[config.mk]
export PLATFORM = sky130hd
export DESIGN_NAME = cdsp_serial_port
export DESIGN_NICKNAME = d
export VERILOG_FILES = /design/src/verilog/cdsp_pkg.sv /design/src/verilog/cdsp_rx_if.sv /design/src/verilog/cdsp_rx.sv /design/src/verilog/cdsp_serial_port.sv
export SDC_FILE = /design/constraint.sdc
export NUM_CORES = 1
export LEC_CHECK = 0
export ABC_AREA = 1
export BUFFER_PORTS_ARGS = -buffer_cell sky130_fd_sc_hd__buf_2
export CELL_PAD_IN_SITES_DETAIL_PLACEMENT = 1
export CELL_PAD_IN_SITES_GLOBAL_PLACEMENT = 1
export CORE_UTILIZATION = 46
export DETAILED_ROUTE_END_ITERATION = 16
export GPL_ROUTABILITY_DRIVEN = 0
export PLACE_DENSITY_LB_ADDON = 0.3
export SETUP_SLACK_MARGIN = 0.4
export SLEW_MARGIN = 20
export SYNTH_ARGS = -nofsm -noshare
export SYNTH_HDL_FRONTEND = slang
export SYNTH_HIERARCHICAL = 1
export SYNTH_SLANG_ARGS = --single-unit
[constraint.sdc]
create_clock -name core_clk_i -period 5.9 [get_ports core_clk_i]
set_clock_uncertainty 0.1 [all_clocks]
set_input_delay 0.295 -clock core_clk_i [delete_from_list [all_inputs] [get_ports core_clk_i]]
set_output_delay 0.295 -clock core_clk_i [all_outputs]
set_load 0.02 [all_outputs]
[src/verilog/cdsp_pkg.sv]
package cdsp_pkg;

    // serial clock derived from the core clock by a fixed divider
    localparam int CORE_CLK_MHZ = 25;
    localparam int SCLK_PERIOD_NS = 320;
    localparam int SCLK_DIV = SCLK_PERIOD_NS * CORE_CLK_MHZ / 1000;
    localparam logic [2:0] SCLK_HALF_M1 = 3'(SCLK_DIV / 2 - 1);

    // word framing
    localparam logic [4:0] WORD_BITS = 5'h10;
    localparam logic [4:0] WORD_LAST = 5'h0f;
    // sample interval in serial clocks, minus one (256 sclk = 2048 core clocks)
    localparam logic [7:0] SAMPLE_SCLKS_M1 = 8'hff;

    // primary control register fields
    localparam int CRA_DPS = 0;
    localparam int CRA_MM = 1;
    localparam int CRA_DLB = 2;
    localparam int CRA_SLB = 3;
    localparam int CRA_DC_LSB = 4;
    localparam int CRA_RESET = 7;
    // power control and sixth control register fields
    localparam int CRC_AGT = 1;
    localparam int CRF_ALB = 7;
    localparam logic [7:0] CTRL_RESET = 8'h00;

    // control word layout
    localparam int CW_FLAG = 15;
    localparam int CW_DEV_LSB = 11;
    localparam int CW_REG_LSB = 8;
    localparam logic [2:0] REG_PRIMARY = 3'h0;
    localparam logic [2:0] REG_POWER = 3'h2;
    localparam logic [2:0] REG_SIXTH = 3'h5;

    // software register port byte offsets
    localparam logic [7:0] ADDR_ADC = 8'h00;
    localparam logic [7:0] ADDR_DAC = 8'h04;
    localparam logic [7:0] ADDR_PRIMARY = 8'h08;
    localparam logic [7:0] ADDR_POWER = 8'h0c;
    localparam logic [7:0] ADDR_SIXTH = 8'h10;
    localparam logic [7:0] ADDR_STATUS = 8'h14;

    typedef struct packed {
        logic [2:0] div;
        logic sclk;
        logic rise;
        logic fall;
        logic [7:0] samp_cnt;
        logic [4:0] tx_cnt;
        logic [15:0] tx_shift;
        logic ofs;
        logic serial_output_line;
        logic [15:0] adc_reg;
        logic [15:0] dac_reg;
        logic dac_upd;
        logic [15:0] pass_word;
        logic pass_pending;
        logic [2:0] frame_idx;
        logic [7:0] primary_control_register;
        logic [7:0] crc;
        logic [7:0] sixth_control_register;
        logic [31:0] rdata;
    } cdsp_core_s;

    typedef struct packed {
        logic d_s1;
        logic d_s2;
        logic f_s1;
        logic f_s2;
        logic busy;
        logic [4:0] cnt;
        logic [15:0] shift;
        logic [15:0] word;
        logic valid;
        logic [15:0] lb_fs_sr;
        logic [15:0] lb_d_sr;
    } cdsp_rx_s;

    function automatic logic cdsp_is_mixed(input logic [7:0] primary_control_register);
        cdsp_is_mixed = primary_control_register[CRA_DPS] & primary_control_register[CRA_MM];
    endfunction : cdsp_is_mixed

    function automatic logic cdsp_is_data(input logic [7:0] primary_control_register);
        cdsp_is_data = primary_control_register[CRA_DPS] & ~primary_control_register[CRA_MM];
    endfunction : cdsp_is_data

endpackage : cdsp_pkg

[src/verilog/cdsp_rx_if.sv]
`timescale 1ns/1ps
interface cdsp_rx_if;
    logic fall;
    logic word_valid;
    logic [15:0] word;
    logic lb_fs;
    logic lb_bit;

    modport core (output fall, input word_valid, input word, input lb_fs, input lb_bit);
    modport rx (input fall, output word_valid, output word, output lb_fs, output lb_bit);
endinterface : cdsp_rx_if

[src/verilog/cdsp_rx.sv]
`timescale 1ns/1ps
module cdsp_rx
    import cdsp_pkg::*;
(
    input wire logic core_clk_i,
    input wire logic rst_i,
    input wire logic serial_input_line_i,
    input wire logic input_frame_sync_i,
    cdsp_rx_if.rx link
);
    cdsp_rx_s s_reg;
    cdsp_rx_s s_next;

    // pins come from the far party, so two flops before any use
    always_comb
    begin
        s_next = s_reg;
        s_next.valid = 1'b0;
        s_next.d_s1 = serial_input_line_i;
        s_next.d_s2 = s_reg.d_s1;
        s_next.f_s1 = input_frame_sync_i;
        s_next.f_s2 = s_reg.f_s1;
        if (link.fall)
        begin
            // sixteen-stage delay of sync and data for serial loop-back
            s_next.lb_fs_sr = {s_reg.lb_fs_sr[14:0], s_reg.f_s2}; // RQ8
            s_next.lb_d_sr = {s_reg.lb_d_sr[14:0], s_reg.d_s2}; // RQ8
            // msb first, one bit per serial clock
            if (s_reg.busy)
            begin
                s_next.shift = {s_reg.shift[14:0], s_reg.d_s2}; // RQ26
                s_next.cnt = s_reg.cnt + 5'h01;
                if (s_reg.cnt == WORD_LAST)
                begin
                    s_next.valid = 1'b1;
                    s_next.word = {s_reg.shift[14:0], s_reg.d_s2};
                    s_next.busy = 1'b0;
                end
            end
            // sync seen one clock ahead; may overlap the last bit
            if (s_reg.f_s2)
            begin
                s_next.busy = 1'b1; // RQ12
                s_next.cnt = 5'h00;
            end
        end
    end

    always_ff @(posedge core_clk_i)
    begin
        if (rst_i)
            s_reg <= '0;
        else
            s_reg <= s_next;
    end

    assign link.word_valid = s_reg.valid;
    assign link.word = s_reg.word;
    assign link.lb_fs = s_reg.lb_fs_sr[15];
    assign link.lb_bit = s_reg.lb_d_sr[15];
endmodule : cdsp_rx

[src/verilog/cdsp_serial_port.sv]
// Decided for this implementation: the strobed register port and the register addresses.
`timescale 1ns/1ps
// Function
// RQ1: mixed frame msb flags data or control
// RQ2: mixed data loads left-justified, lsb zero
// RQ3: mixed mode when both select bits set
// RQ4: mixed mode clears adc sample msb
// RQ5: mixed entry straight from first control word
// RQ6: digital loop-back copies adc into dac
// RQ7: digital loop-back cleared only in mixed
// RQ8: serial loop-back echoes sync and data
// RQ9: serial loop-back cleared only in mixed
// RQ10: sixth register bit seven enables analog loop-back
// RQ11: analog loop-back needs gain tap off
// RQ12: syncs lead the word by one clock
// RQ13: device drives the serial bit clock
// RQ14: indirect wiring: dsp makes input sync
// RQ15: direct wiring: output sync drives both
// RQ16: dsp preloads first word before reset release
// RQ17: cascade holds at most eight units
// RQ18: units times sixteen times rate within sclk
// RQ19: indirect cascade transfers fit sample interval
// RQ20: output word ends sixteen clocks after sample
// RQ21: count input syncs to pick dac frame
// RQ22: cascade count is length minus one
// RQ23: program word address zero accepted, else forwarded
// RQ24: data mode treats all frames as dac
// RQ25: flag one control, flag zero data
// RQ26: msb first, sixteen clocks per word
module cdsp_serial_port
(
    input wire logic core_clk_i,
    input wire logic rst_i,
    input wire logic [7:0] reg_addr_i,
    input wire logic [31:0] reg_wdata_i,
    input wire logic reg_wr_i,
    input wire logic reg_rd_i,
    output logic [31:0] reg_rdata_o,
    output logic sclk_o,
    input wire logic serial_input_line_i,
    input wire logic input_frame_sync_i,
    output logic serial_output_line_o,
    output logic output_frame_sync_o,
    output logic [15:0] dac_data_o,
    output logic dac_update_o,
    output logic analog_loopback_o
);
    import cdsp_pkg::*;

    cdsp_core_s s_reg;
    cdsp_core_s s_next;
    cdsp_rx_if rx_link ();

    // accept or forward one control word; program and mixed modes share it
    function automatic cdsp_core_s apply_ctrl(input cdsp_core_s st, input logic [15:0] w);
        cdsp_core_s r;
        logic [2:0] dev;
        logic [7:0] v;
        logic mixed_now;
        r = st;
        dev = w[CW_DEV_LSB +: 3];
        v = w[7:0];
        mixed_now = cdsp_is_mixed(st.primary_control_register);
        if (dev != 3'h0)
        begin
            // not ours: pass it on with the address one lower
            r.pass_word = w;
            r.pass_word[CW_DEV_LSB +: 3] = dev - 3'h1; // RQ23
            r.pass_pending = 1'b1; // RQ23
        end
        else
        begin
            unique case (w[CW_REG_LSB +: 3])
                REG_PRIMARY:
                begin
                    if (v[CRA_RESET])
                    begin
                        // software reset returns every control register to zero
                        r.primary_control_register = CTRL_RESET;
                        r.crc = CTRL_RESET;
                        r.sixth_control_register = CTRL_RESET;
                        r.pass_pending = 1'b0;
                        r.frame_idx = 3'h0;
                    end
                    else
                    begin
                        // first control word may enter mixed mode directly
                        r.primary_control_register = v; // RQ5 RQ3
                        // loop-backs can be set anywhere but dropped only in mixed
                        r.primary_control_register[CRA_DLB] = v[CRA_DLB] | (st.primary_control_register[CRA_DLB] & ~mixed_now); // RQ7
                        r.primary_control_register[CRA_SLB] = v[CRA_SLB] | (st.primary_control_register[CRA_SLB] & ~mixed_now); // RQ9
                    end
                end
                REG_POWER:
                begin
                    r.crc = v;
                    // powering the gain tap forces analog loop-back off
                    if (v[CRC_AGT])
                        r.sixth_control_register[CRF_ALB] = 1'b0; // RQ11
                end
                REG_SIXTH:
                begin
                    r.sixth_control_register = v;
                    r.sixth_control_register[CRF_ALB] = v[CRF_ALB] & ~st.crc[CRC_AGT]; // RQ10 RQ11
                end
                default:
                begin
                    // other registers are not held by this block
                    r.primary_control_register = st.primary_control_register;
                end
            endcase
        end
        apply_ctrl = r;
    endfunction : apply_ctrl

    // dac frame selection by counting input frames against the cascade count
    function automatic cdsp_core_s take_dac(input cdsp_core_s st, input logic [15:0] d);
        cdsp_core_s r;
        r = st;
        // loop-back owns the dac while it is on
        if ((st.frame_idx == st.primary_control_register[CRA_DC_LSB +: 3]) && !st.primary_control_register[CRA_DLB]) // RQ21 RQ22
        begin
            r.dac_reg = d;
            r.dac_upd = 1'b1;
        end
        // counter stops at the eighth unit, the longest cascade
        if (st.frame_idx != 3'h7) // RQ17
            r.frame_idx = st.frame_idx + 3'h1; // RQ21
        take_dac = r;
    endfunction : take_dac

    // next-state logic for the whole port
    always_comb
    begin
        s_next = s_reg;
        s_next.dac_upd = 1'b0;
        s_next.rdata = 32'h0000_0000;
        s_next.rise = 1'b0;
        s_next.fall = 1'b0;

        // bit clock made here and driven out
        if (s_reg.div == SCLK_HALF_M1)
        begin
            s_next.div = 3'h0;
            s_next.sclk = ~s_reg.sclk; // RQ13
            s_next.rise = ~s_reg.sclk;
            s_next.fall = s_reg.sclk;
        end
        else
        begin
            s_next.div = s_reg.div + 3'h1;
        end

        // transmit side advances on the serial clock rising edge
        if (s_reg.rise)
        begin
            if (s_reg.samp_cnt == 8'h00)
            begin
                // sample event: sync now, word follows over the next sixteen clocks
                s_next.samp_cnt = SAMPLE_SCLKS_M1;
                s_next.ofs = 1'b1; // RQ12
                s_next.serial_output_line = 1'b0;
                s_next.tx_cnt = WORD_BITS; // RQ20
                s_next.frame_idx = 3'h0;
                if (s_reg.pass_pending)
                begin
                    s_next.tx_shift = s_reg.pass_word; // RQ23
                    s_next.pass_pending = 1'b0;
                end
                else if (cdsp_is_mixed(s_reg.primary_control_register))
                    s_next.tx_shift = {1'b0, s_reg.adc_reg[14:0]}; // RQ4
                else
                    s_next.tx_shift = s_reg.adc_reg;
                if (s_reg.primary_control_register[CRA_DLB])
                begin
                    s_next.dac_reg = s_reg.adc_reg; // RQ6
                    s_next.dac_upd = 1'b1;
                end
            end
            else
            begin
                s_next.samp_cnt = s_reg.samp_cnt - 8'h01;
                s_next.ofs = 1'b0;
                if (s_reg.tx_cnt != 5'h00)
                begin
                    s_next.serial_output_line = s_reg.tx_shift[15]; // RQ26
                    s_next.tx_shift = {s_reg.tx_shift[14:0], 1'b0};
                    s_next.tx_cnt = s_reg.tx_cnt - 5'h01; // RQ20
                end
                else
                    s_next.serial_output_line = 1'b0;
            end
            // serial loop-back replaces the normal output stream
            if (s_reg.primary_control_register[CRA_SLB])
            begin
                s_next.ofs = rx_link.lb_fs; // RQ8
                s_next.serial_output_line = rx_link.lb_bit; // RQ8
            end
        end

        // received word handling by mode
        if (rx_link.word_valid)
        begin
            if (!s_reg.primary_control_register[CRA_DPS])
                s_next = apply_ctrl(s_next, rx_link.word); // RQ23
            else if (cdsp_is_mixed(s_reg.primary_control_register))
            begin
                if (rx_link.word[CW_FLAG]) // RQ1 RQ25
                    s_next = apply_ctrl(s_next, rx_link.word);
                else
                    s_next = take_dac(s_next, {rx_link.word[14:0], 1'b0}); // RQ2
            end
            else if (cdsp_is_data(s_reg.primary_control_register))
                // frozen configuration until reset
                s_next = take_dac(s_next, rx_link.word); // RQ24
        end

        // software register port, read data valid the cycle after the strobe
        if (reg_wr_i && (reg_addr_i == ADDR_ADC))
            s_next.adc_reg = reg_wdata_i[15:0];
        if (reg_rd_i)
        begin
            unique case (reg_addr_i)
                ADDR_ADC: s_next.rdata = {16'h0000, s_reg.adc_reg};
                ADDR_DAC: s_next.rdata = {16'h0000, s_reg.dac_reg};
                ADDR_PRIMARY: s_next.rdata = {24'h00_0000, s_reg.primary_control_register};
                ADDR_POWER: s_next.rdata = {24'h00_0000, s_reg.crc};
                ADDR_SIXTH: s_next.rdata = {24'h00_0000, s_reg.sixth_control_register};
                ADDR_STATUS: s_next.rdata = {24'h00_0000, s_reg.pass_pending,
                    s_reg.frame_idx, 2'h0, cdsp_is_data(s_reg.primary_control_register), cdsp_is_mixed(s_reg.primary_control_register)};
                default: s_next.rdata = 32'h0000_0000;
            endcase
        end
    end

    // single state register; pin reset clears every control register
    always_ff @(posedge core_clk_i)
    begin
        if (rst_i)
            s_reg <= '0;
        else
            s_reg <= s_next;
    end

    assign rx_link.fall = s_reg.fall;

    cdsp_rx u_rx
    (
        .core_clk_i(core_clk_i),
        .rst_i(rst_i),
        .serial_input_line_i(serial_input_line_i),
        .input_frame_sync_i(input_frame_sync_i),
        .link(rx_link)
    );

    // outputs straight from the state register
    assign reg_rdata_o = s_reg.rdata;
    assign sclk_o = s_reg.sclk;
    assign serial_output_line_o = s_reg.serial_output_line;
    assign output_frame_sync_o = s_reg.ofs;
    assign dac_data_o = s_reg.dac_reg;
    assign dac_update_o = s_reg.dac_upd;
    assign analog_loopback_o = s_reg.sixth_control_register[CRF_ALB]; // RQ10
endmodule : cdsp_serial_port
Word-level counts from Yosys, hierarchy flattened
Index checks and enable logic that the tools add are counted.

storage, ports and cells
  register bits = 221
  bits in latches = 0
  bits in writable memories = 0
  ROM bits = 0
  input port bits = 46
  output and inout port bits = 53
  word-level logic and storage cells = 129
  memories = 0

cells by class
  add/sub/neg operators = 6
  multipliers = 0
  div/mod/pow operators = 0
  magnitude comparators = 0
  equality and inequality tests = 17
  shifts and indexed selects = 0
  muxes and demuxes = 44
  bitwise gates (word level) = 13
  reduce and logical (&&, ||, !) cells = 18

operators with widths
  kind                                                  count
  two-way mux 93 bit                                    5
  two-way mux 17 bit                                    6
  two-way mux 16 bit                                    6
  one-hot mux 16 bit (6 select lines)                   1
  two-way mux 31 bit                                    2
  two-way mux 27 bit                                    2
  two-way mux 39 bit                                    1
  two-way mux 32 bit                                    1
  two-way mux 21 bit                                    1
  equality test 8 x 4 -> 1 bit (second input constant)  2
  equality test 8 x 5 -> 1 bit (second input constant)  2
  zero test 8 bit                                       2
  two-way mux 4 bit                                     4
  two-way mux 8 bit                                     2
  one-hot mux 8 bit (2 select lines)                    1
  one-hot mux 7 bit (2 select lines)                    1
  inequality test 3 bit (second input constant)         4
  AND reduction 5 bit                                   2
  two-way mux 3 bit                                     3
  equality test 8 x 3 -> 1 bit (second input constant)  1
  subtractor 8 x 1 -> 8 bit (second input constant)     1
  two-way mux 7 bit                                     1
  AND reduction 7 bit                                   1
  adder 3 x 1 -> 3 bit (second input constant)          2
  other kinds (25)                                      44

Longest topological paths before layout
Gate-level depths: netlist of run 1.

  depth after elaboration = 12
  mapped depth = 16
  mapped depth without buffers = 15

Hierarchy
The synthesis of run 1 kept the hierarchy.

modules (own cells, without submodules)
  module            times used  cells an instance  area an instance (um^2)  sequential area each (um^2)
  cdsp_serial_port  1           887                6411.1                   2582.5
  cdsp_rx           1           343                2745.1                   1481.4

Worst setup path before layout of run 1
No wires, ideal clock.

  kind = register to register
  start = reg s_reg[132] (netlist bit)
  end = reg s_reg (netlist bit dac_data_o[13])
  setup time = 0.131 ns
  data arrival time = 1.746 ns
  data required time = 5.669 ns
  setup slack = 3.924 ns
  stages on the path, launching flop included = 16
  path buffers = 2
  period minus slack after synthesis = 1.976 ns
  cells stage by stage = dfxtp_1 inv_1 ha_1 inv_1 nor2_4 nand3_4 buf_6 nand3_2 nand2_2 nor2_4 nand2_4 inv_4 nand3_4 buf_8 o211ai_4 a21oi_2

between the ends
  longest elaborated chain between the ends = 10
  elaborated cells between the ends (all ways) = 14
  those cells by class = 1 x eq/ne; 11 x mux; 2 x reduce/logical

ends and longest elaborated chain
  element                                       line                                              text
  from (decl)                                   cdsp_serial_port.sv:50                            cdsp_core_s s_reg;
  from (signal assigned)                        cdsp_serial_port.sv:242                           s_reg <= s_next;
  zero test 8 bit *                             cdsp_serial_port.sv:157                           if (s_reg.samp_cnt == 8'h00)
  two-way mux 4 bit                             cdsp_serial_port.sv:157
  two-way mux 4 bit                             cdsp_serial_port.sv:155                           if (s_reg.rise)
  equality test 3 bit                           cdsp_serial_port.sv:121                           if ((st.frame_idx == st.primary_control_register[CRA_DC_LSB +: 3]) && !st.primary_control_register[CRA_DLB])
  logical AND 1 bit                             cdsp_serial_port.sv:121
  two-way mux 17 bit                            cdsp_serial_port.sv:121
  two-way mux 93 bit, on equally long branches  cdsp_serial_port.sv:213, cdsp_serial_port.sv:208
  two-way mux 93 bit                            cdsp_serial_port.sv:206                           else if (cdsp_is_mixed(s_reg.primary_control_register))
  two-way mux 93 bit                            cdsp_serial_port.sv:204                           if (!s_reg.primary_control_register[CRA_DPS])
  two-way mux 93 bit *                          cdsp_serial_port.sv:202                           if (rx_link.word_valid)

Mark *: on every way between the ends. The rest lies on a longest branch, timed or not. The select of a mux whose other input is x is not followed.
A chain may end at the register's enable or synchronous reset.

Worst setup path in the final report of run 1
  start = reg u_rx.s_reg (netlist bit u_rx/link.word_valid)
  end = reg s_reg[66] (netlist bit)

between the ends
  longest elaborated chain between the ends = 1

ends and longest elaborated chain
  element                               line           text
  from (decl)                           cdsp_rx.sv:11  cdsp_rx_s s_reg;
  from (signal assigned)                cdsp_rx.sv:54  s_reg <= s_next;
  AND reduction 5 bit (no source line)  n/a

No other way between the ends.

==> results of run 1 <==
layout by cell type, fill, tap and decap left out, drive strengths merged, types with 4 or more instances in the layout:
cell type / count
nand2: 264
dfxtp: 203
nor2: 139
o21ai: 132
a21oi: 127
inv: 104
buf: 69
nand3: 45
clkbuf: 27
a31oi: 23
conb: 16
o211ai: 15
clkinv: 14
ha: 10
nor3: 8
dlygate4sd3: 8
a221oi: 7
nand4: 6
a41oi: 4
tightest hold or removal path: stages:
cell     delay, ps
buf_2           80
o21ai_0         70
a21oi_1        120
stage by stage:
| step | area, um^2 | utilization [%] | cells | hold WS [ps] |
|---|---|---|---|---|
| detailed placement | 9130 | 46.9 | 1456 | 304 |
| global route | 9940 | 51.1 | 1504 | 21.5 |
| finish | 9940 | 51.1 | 1504 | 16.1 |
| CTS | 9940 | 51.1 | 1504 | 3.47 |
| global placement | 9130 | 46.9 | 1456 | 292 |
| floorplan | 9210 | - | 1245 | 288 |
cell families after synthesis:
kind of cell	Yosys count	share of synthesized area, %
simple gates	467	21.4
compound gates	315	19.6
buf+inv	232	13.0
flops	203	44.4
fa+ha+maj	10	1.37
xor+xnor	2	0.191
other cells	1	0.0410
routing by layer:
layer  vias to the layer above  GRT usage, %
met5                         -             0
met4                         0          10.5
met3                        53          3.62
met2                       177          42.8
met1                      3869          31.4
li1                       3938             -
what timing repair did:
| action | 4_1_cts | 5_1_grt |
|---|---|---|
| hold buffers | 8 | 0 |
| resized for setup | 0 | 0 |
| setup endpoints to repair | 0 | 0 |
| endpoints found under the hold margin | 8 | 0 |
cell type report:
type,instances,area [um^2]
multi-input combinational,810,3960
inverter,109,417
clock buffer,27,631
clock inverter,13,101
sequential,203,4070
timing repair buffer,77,435
fill,2495,9520
tap,265,332
where the power goes:
| part | internal, W | total (W) | switching, W |
|---|---|---|---|
| logic | 0.0000376 | 0.000144 | 0.000107 |
| clock network | 0.000806 | 0.00137 | 0.000563 |
| registers | 0.00139 | 0.00140 | 0.0000102 |
| total | 0.00223 | 0.00291 | 0.000680 |
how the worst max path moves through the flow:
stage	startpoint	end	depth (start not counted)
2_1_floorplan	s_reg[132]	dac_data_o[13]	15
3_3_place_gp	u_rx/link.word_valid	s_reg[65]	7
3_5_place_dp	u_rx/link.word_valid	s_reg[75]	7
4_1_cts	u_rx/link.word_valid	s_reg[66]	7
5_1_grt	u_rx/link.word_valid	s_reg[64]	7
6_report	u_rx/link.word_valid	s_reg[66]	7
cell usage after synthesis (all sizes together):
| master | number |
|---|---|
| nand2 | 264 |
| dfxtp | 203 |
| nor2 | 139 |
| o21ai | 132 |
| a21oi | 127 |
| inv | 105 |
| buf | 88 |
| nand3 | 45 |
| clkbuf | 35 |
| a31oi | 23 |
| o211ai | 15 |
| ha | 10 |
| nor3 | 8 |
| a221oi | 7 |
| nand4 | 6 |
| a41oi | 4 |
| clkinv | 4 |
| a211oi | 3 |
| nor3b | 2 |
| or2 | 2 |
| conb | 1 |
| nor4 | 1 |
| o21bai | 1 |
| o311ai | 1 |
| o31ai | 1 |
| o41ai | 1 |
| xnor2 | 1 |
| xor2 | 1 |
==> reports/results.ini, run 1 <==
[cts]
clock_latency_ps=500
numCtsBuffers=23
cts_setup_buffers=0
root_buffer=clkbuf_16
cts_sinks=203
ctsLongestPathBuffers=3
htreeDepth=1
clk_pin_slew_ps=60
tritoncts=yes

[setup_path]
max_stage_delay_ps=880
rr_worst_depth=7
crit_required_ps=6190
rr_endpoint=s_reg[66]
regToRegSetupSlack_ps=2820
crit_top_cell=nor2_1
crit_buf_inv=3
crit_arrival_ps=3370
crit_path_start_kind=flip-flop
path_max_fanout=24
crit_type=reg -> reg
crit_chain=inv_1 > nor2_1 > inv_2 > nor2_2 > clkinv_1 > nor2_1 > nor2_1
worstReg2RegStart=u_rx/link.word_valid
crit_slowest_cell=dfxtp_1
end_kind=flip-flop
crit_family=simple AND/OR/NAND/NOR gates

[floorplan]
coreArea_um2=19500
dieHeight_um=143
io_pins=99
initial_core_util_pct=47.0
die_w_um=143
die-area_um2=20500
rows=51

[sta]
fin_tns_setup_ps=0
hold_violations=0
tightest_slew_ps=938
rsz0062_at_grt=false
finalMaxSlewViolations=0
setup_ws_ps=2820
period_needed_ps=3080
finalCritPeriodShare_pct=52.2
fmax_mhz=325
slew_headroom_pct=37.4
setup_viol=0

[pwr]
p_leak_nw=3.91
power_w=0.00291
ir_worst_vdd_mv=0.174
cellPowerDensity_nw_per_um2=293

[synthesis]
ys_top_cells_by_area=dfxtp_1 44%, nand2_1 11%, o21ai_0 6.8%
synth.avg_cell_area_um2=7.44
yosysTopAreaCell=dfxtp_1
synth-seq-cells=203
yosysWarnings=6
synthCells=1230
syn_area_um2=9160
ys_types=47
seq_area_frac_synth_pct=44.4
synth_top_area_share_pct=44.4

[detailed_routing]
route.met3.wl_um=1040
topRoutingLayerUsed=met4
drt-wirelength-per-cell_um=16.9
finalWirelength_um=25500
remaining_drc_errors=0
drt_iter0_markers=445
met1_length_um=11400
wl_met2_um=12200
viasPerCell=5.34
dr.pass1.iters=4
ant_nets=0
vias=8037

[outcome]
status=completed

[global_routing]
grt_max_degree=51
grt_pass1_wl_um=40600
overflow=0
grt_pass1_vias=8023
antenna_found_initial=0
grt_usage_pct=25.0

[min_path]
holdPathEnd=s_reg[107]
hold_path_startpoint=reg_wdata_i[14]
hold_path_depth=3
hold_path_class=in -> reg

[placed_design]
pre_cts_slack_ps=2900
portBuffers=66
dp_hpwl_um=17100

[cells_and_area]
syn_to_final_growth_pct=8.55
largest_reg_flops=91
drive_above_1_share_pct=12.8
nNetsFinal=1280
num_antenna_cells=0

[flow_run]
max_cap_violations=0

No activity file was read; power rests on OpenSTA's default activity.
==> run 2, diff against run 1 <==
- CORE_UTILIZATION: 46 -> 43
- clock period: 5.9 -> 2.84 ns (I/O delays scaled with it)
==> run 2 against run 1 <==
Clock power grew 110%. Combinational power increased by 130%. Wire length increased by 1.3%. Flip-flop and latch count did not move. Via count rose by 0.55%. Critical path depth is 8 higher. Critical endpoint is now dac_data_o[1]. Cell count up 2.9%. Sequential power grew 110%. Total power rose by 110%. Register-to-register slack got worse by 2300 ps.
==> reports/results.ini, run 2 (synthesized netlist as in run 1, its figures left out) <==
[floorplan]
die_w_um=148
io_pins=99
die-area_um2=21900
initial_core_util_pct=43.7
dieHeight_um=148
rows=53
coreArea_um2=21000

[cts]
numCtsBuffers=23
cts_sinks=203
clk_pin_slew_ps=60
htreeDepth=1
root_buffer=clkbuf_16
ctsLongestPathBuffers=3
clock_latency_ps=510
tritoncts=yes

[cells_and_area]
num_antenna_cells=0
nNetsFinal=1314
largest_reg_flops=91
layout_common_cells=259 x nand2_1, 203 x dfxtp_1, 131 x nor2_1
drive_above_1_share_pct=13.9
syn_to_final_growth_pct=11.8
final_common_cell=nand2_1

[sta]
finalMaxSlewViolations=0
rsz0062_at_grt=false
fin_tns_setup_ps=0
finalCritPeriodShare_pct=82.1
period_needed_ps=2330
slew_headroom_pct=35.7
hold_slack_ps=71.6
setup_viol=0
tightest_slew_ps=963
hold_violations=0
fmax_mhz=429

[setup_path]
crit_type=reg -> reg
end_kind=flip-flop
crit_buf_inv=5
crit_slowest_cell=dfxtp_1
max_stage_delay_ps=320
crit_chain=inv_1 > ha_1 > inv_1 > nor2_4 > nand3_4 > buf_4 > nand3_2 > nand2_2 > nor2_4 > nand2_4 > inv_6 > nand3_4 > buf_4 > o211ai_2 > a21oi_2
crit_arrival_ps=2590
path_max_fanout=11
crit_path_start_kind=flip-flop
crit_family=simple AND/OR/NAND/NOR gates
crit_required_ps=3100

[detailed_routing]
viasPerCell=5.22
ant_nets=0
drt_iter0_markers=381
drt-wirelength-per-cell_um=16.7
finalWirelength_um=25800
dr.pass1.iters=7
vias=8081
remaining_drc_errors=0

[global_routing]
antenna_found_initial=0
grt_pass1_wl_um=41100
grt_pass1_vias=7923
grt_usage_pct=23.5
overflow=0
grt_max_degree=60

[pwr]
p_comb_share_pct=5.3
switching_power_w=0.00142
power_w=0.00610
p_int_w=0.00468
ir_worst_vdd_mv=0.440
p_leak_nw=4.07
seqPwrFrac_pct=47.5
switching_share_pct=23.2
power_frac_clock_pct=47.1
cellPowerDensity_nw_per_um2=596

[outcome]
status=completed

[flow_run]
max_cap_violations=0

[placed_design]
portBuffers=66
dp_hpwl_um=17200

[min_path]
hold_path_class=in -> reg

run 2: cell types whose count changed in the layout (fill, tap and decap cells not counted), sizes merged, moves of 3 or more:
cell         previous run  this run
buf                    69        92
dlygate4sd3             8        18
clkbuf                 27        33
clkinv                 14        10
clkinvlp                3         0
run 2: layout make-up:
cell class	instances	area, um^2
fillers	2688	10700
clock buffers	33	663
clock inverters	7	60.1
repair buffers	110	708
flip-flops and latches	203	4060
well taps	275	344
multi-input cells	811	3980
inverters	109	422
run 2: metal layers:
layer	routed length, um	part of all wire (%)	vias to the layer above	GRT usage (%)
met3	1200	4.7	41	3.02
met5	0	0	-	0
met2	12400	48	188	40.8
met4	637	2.5	0	6.49
li1	-	-	4004	-
met1	11500	45	3848	30.4
run 2: final timing paths:
path / start / end / slack, ps / depth (start not counted)
max reg2reg: s_reg[132] / dac_data_o[1] / 510 / 15
max: s_reg[132] / dac_data_o[1] / 510 / 15
min: reg_addr_i[2] / reg_rdata_o[7] / 70 / 5
min reg2reg: u_rx/s_next[71] / u_rx/s_reg[71] / 310 / 2
run 2: stage by stage:
stage | utilization [%] | area (um^2) | worst slack (ps) | std cells
5_1_grt | 48.9 | 10200 | 394 | 1548
6_report | 48.9 | 10200 | 509 | 1548
3_5_place_dp | 44.1 | 9240 | 443 | 1479
4_1_cts | 48.4 | 10100 | 433 | 1537
3_3_place_gp | 44.1 | 9240 | 470 | 1479
2_1_floorplan | - | 9210 | 864 | 1245
run 2: worst min-delay path, delay by kind of cell:
kind	cells	cell delay [ps]
and+or+nand+nor	3	310
buffers and inverters	1	100
AOI/OAI and AO/OA	1	70
run 2: power by group through the flow:
stage / Combinational, W / Clock (W) / Sequential (W)
floorplan: 0.000228 / 0 / 0.00296
global placement: 0.000295 / 0 / 0.00296
detailed placement: 0.000303 / 0 / 0.00296
CTS: 0.000325 / 0.00294 / 0.00290
global route: 0.000363 / 0.00305 / 0.00290
finish: 0.000325 / 0.00287 / 0.00290
run 2: repair_timing:
item,in CTS,in global routing
hold buffers,18,0
gates resized for setup,0,4
endpoints found under the hold margin,18,0
setup endpoints to repair,0,30
buffers inserted,0,10
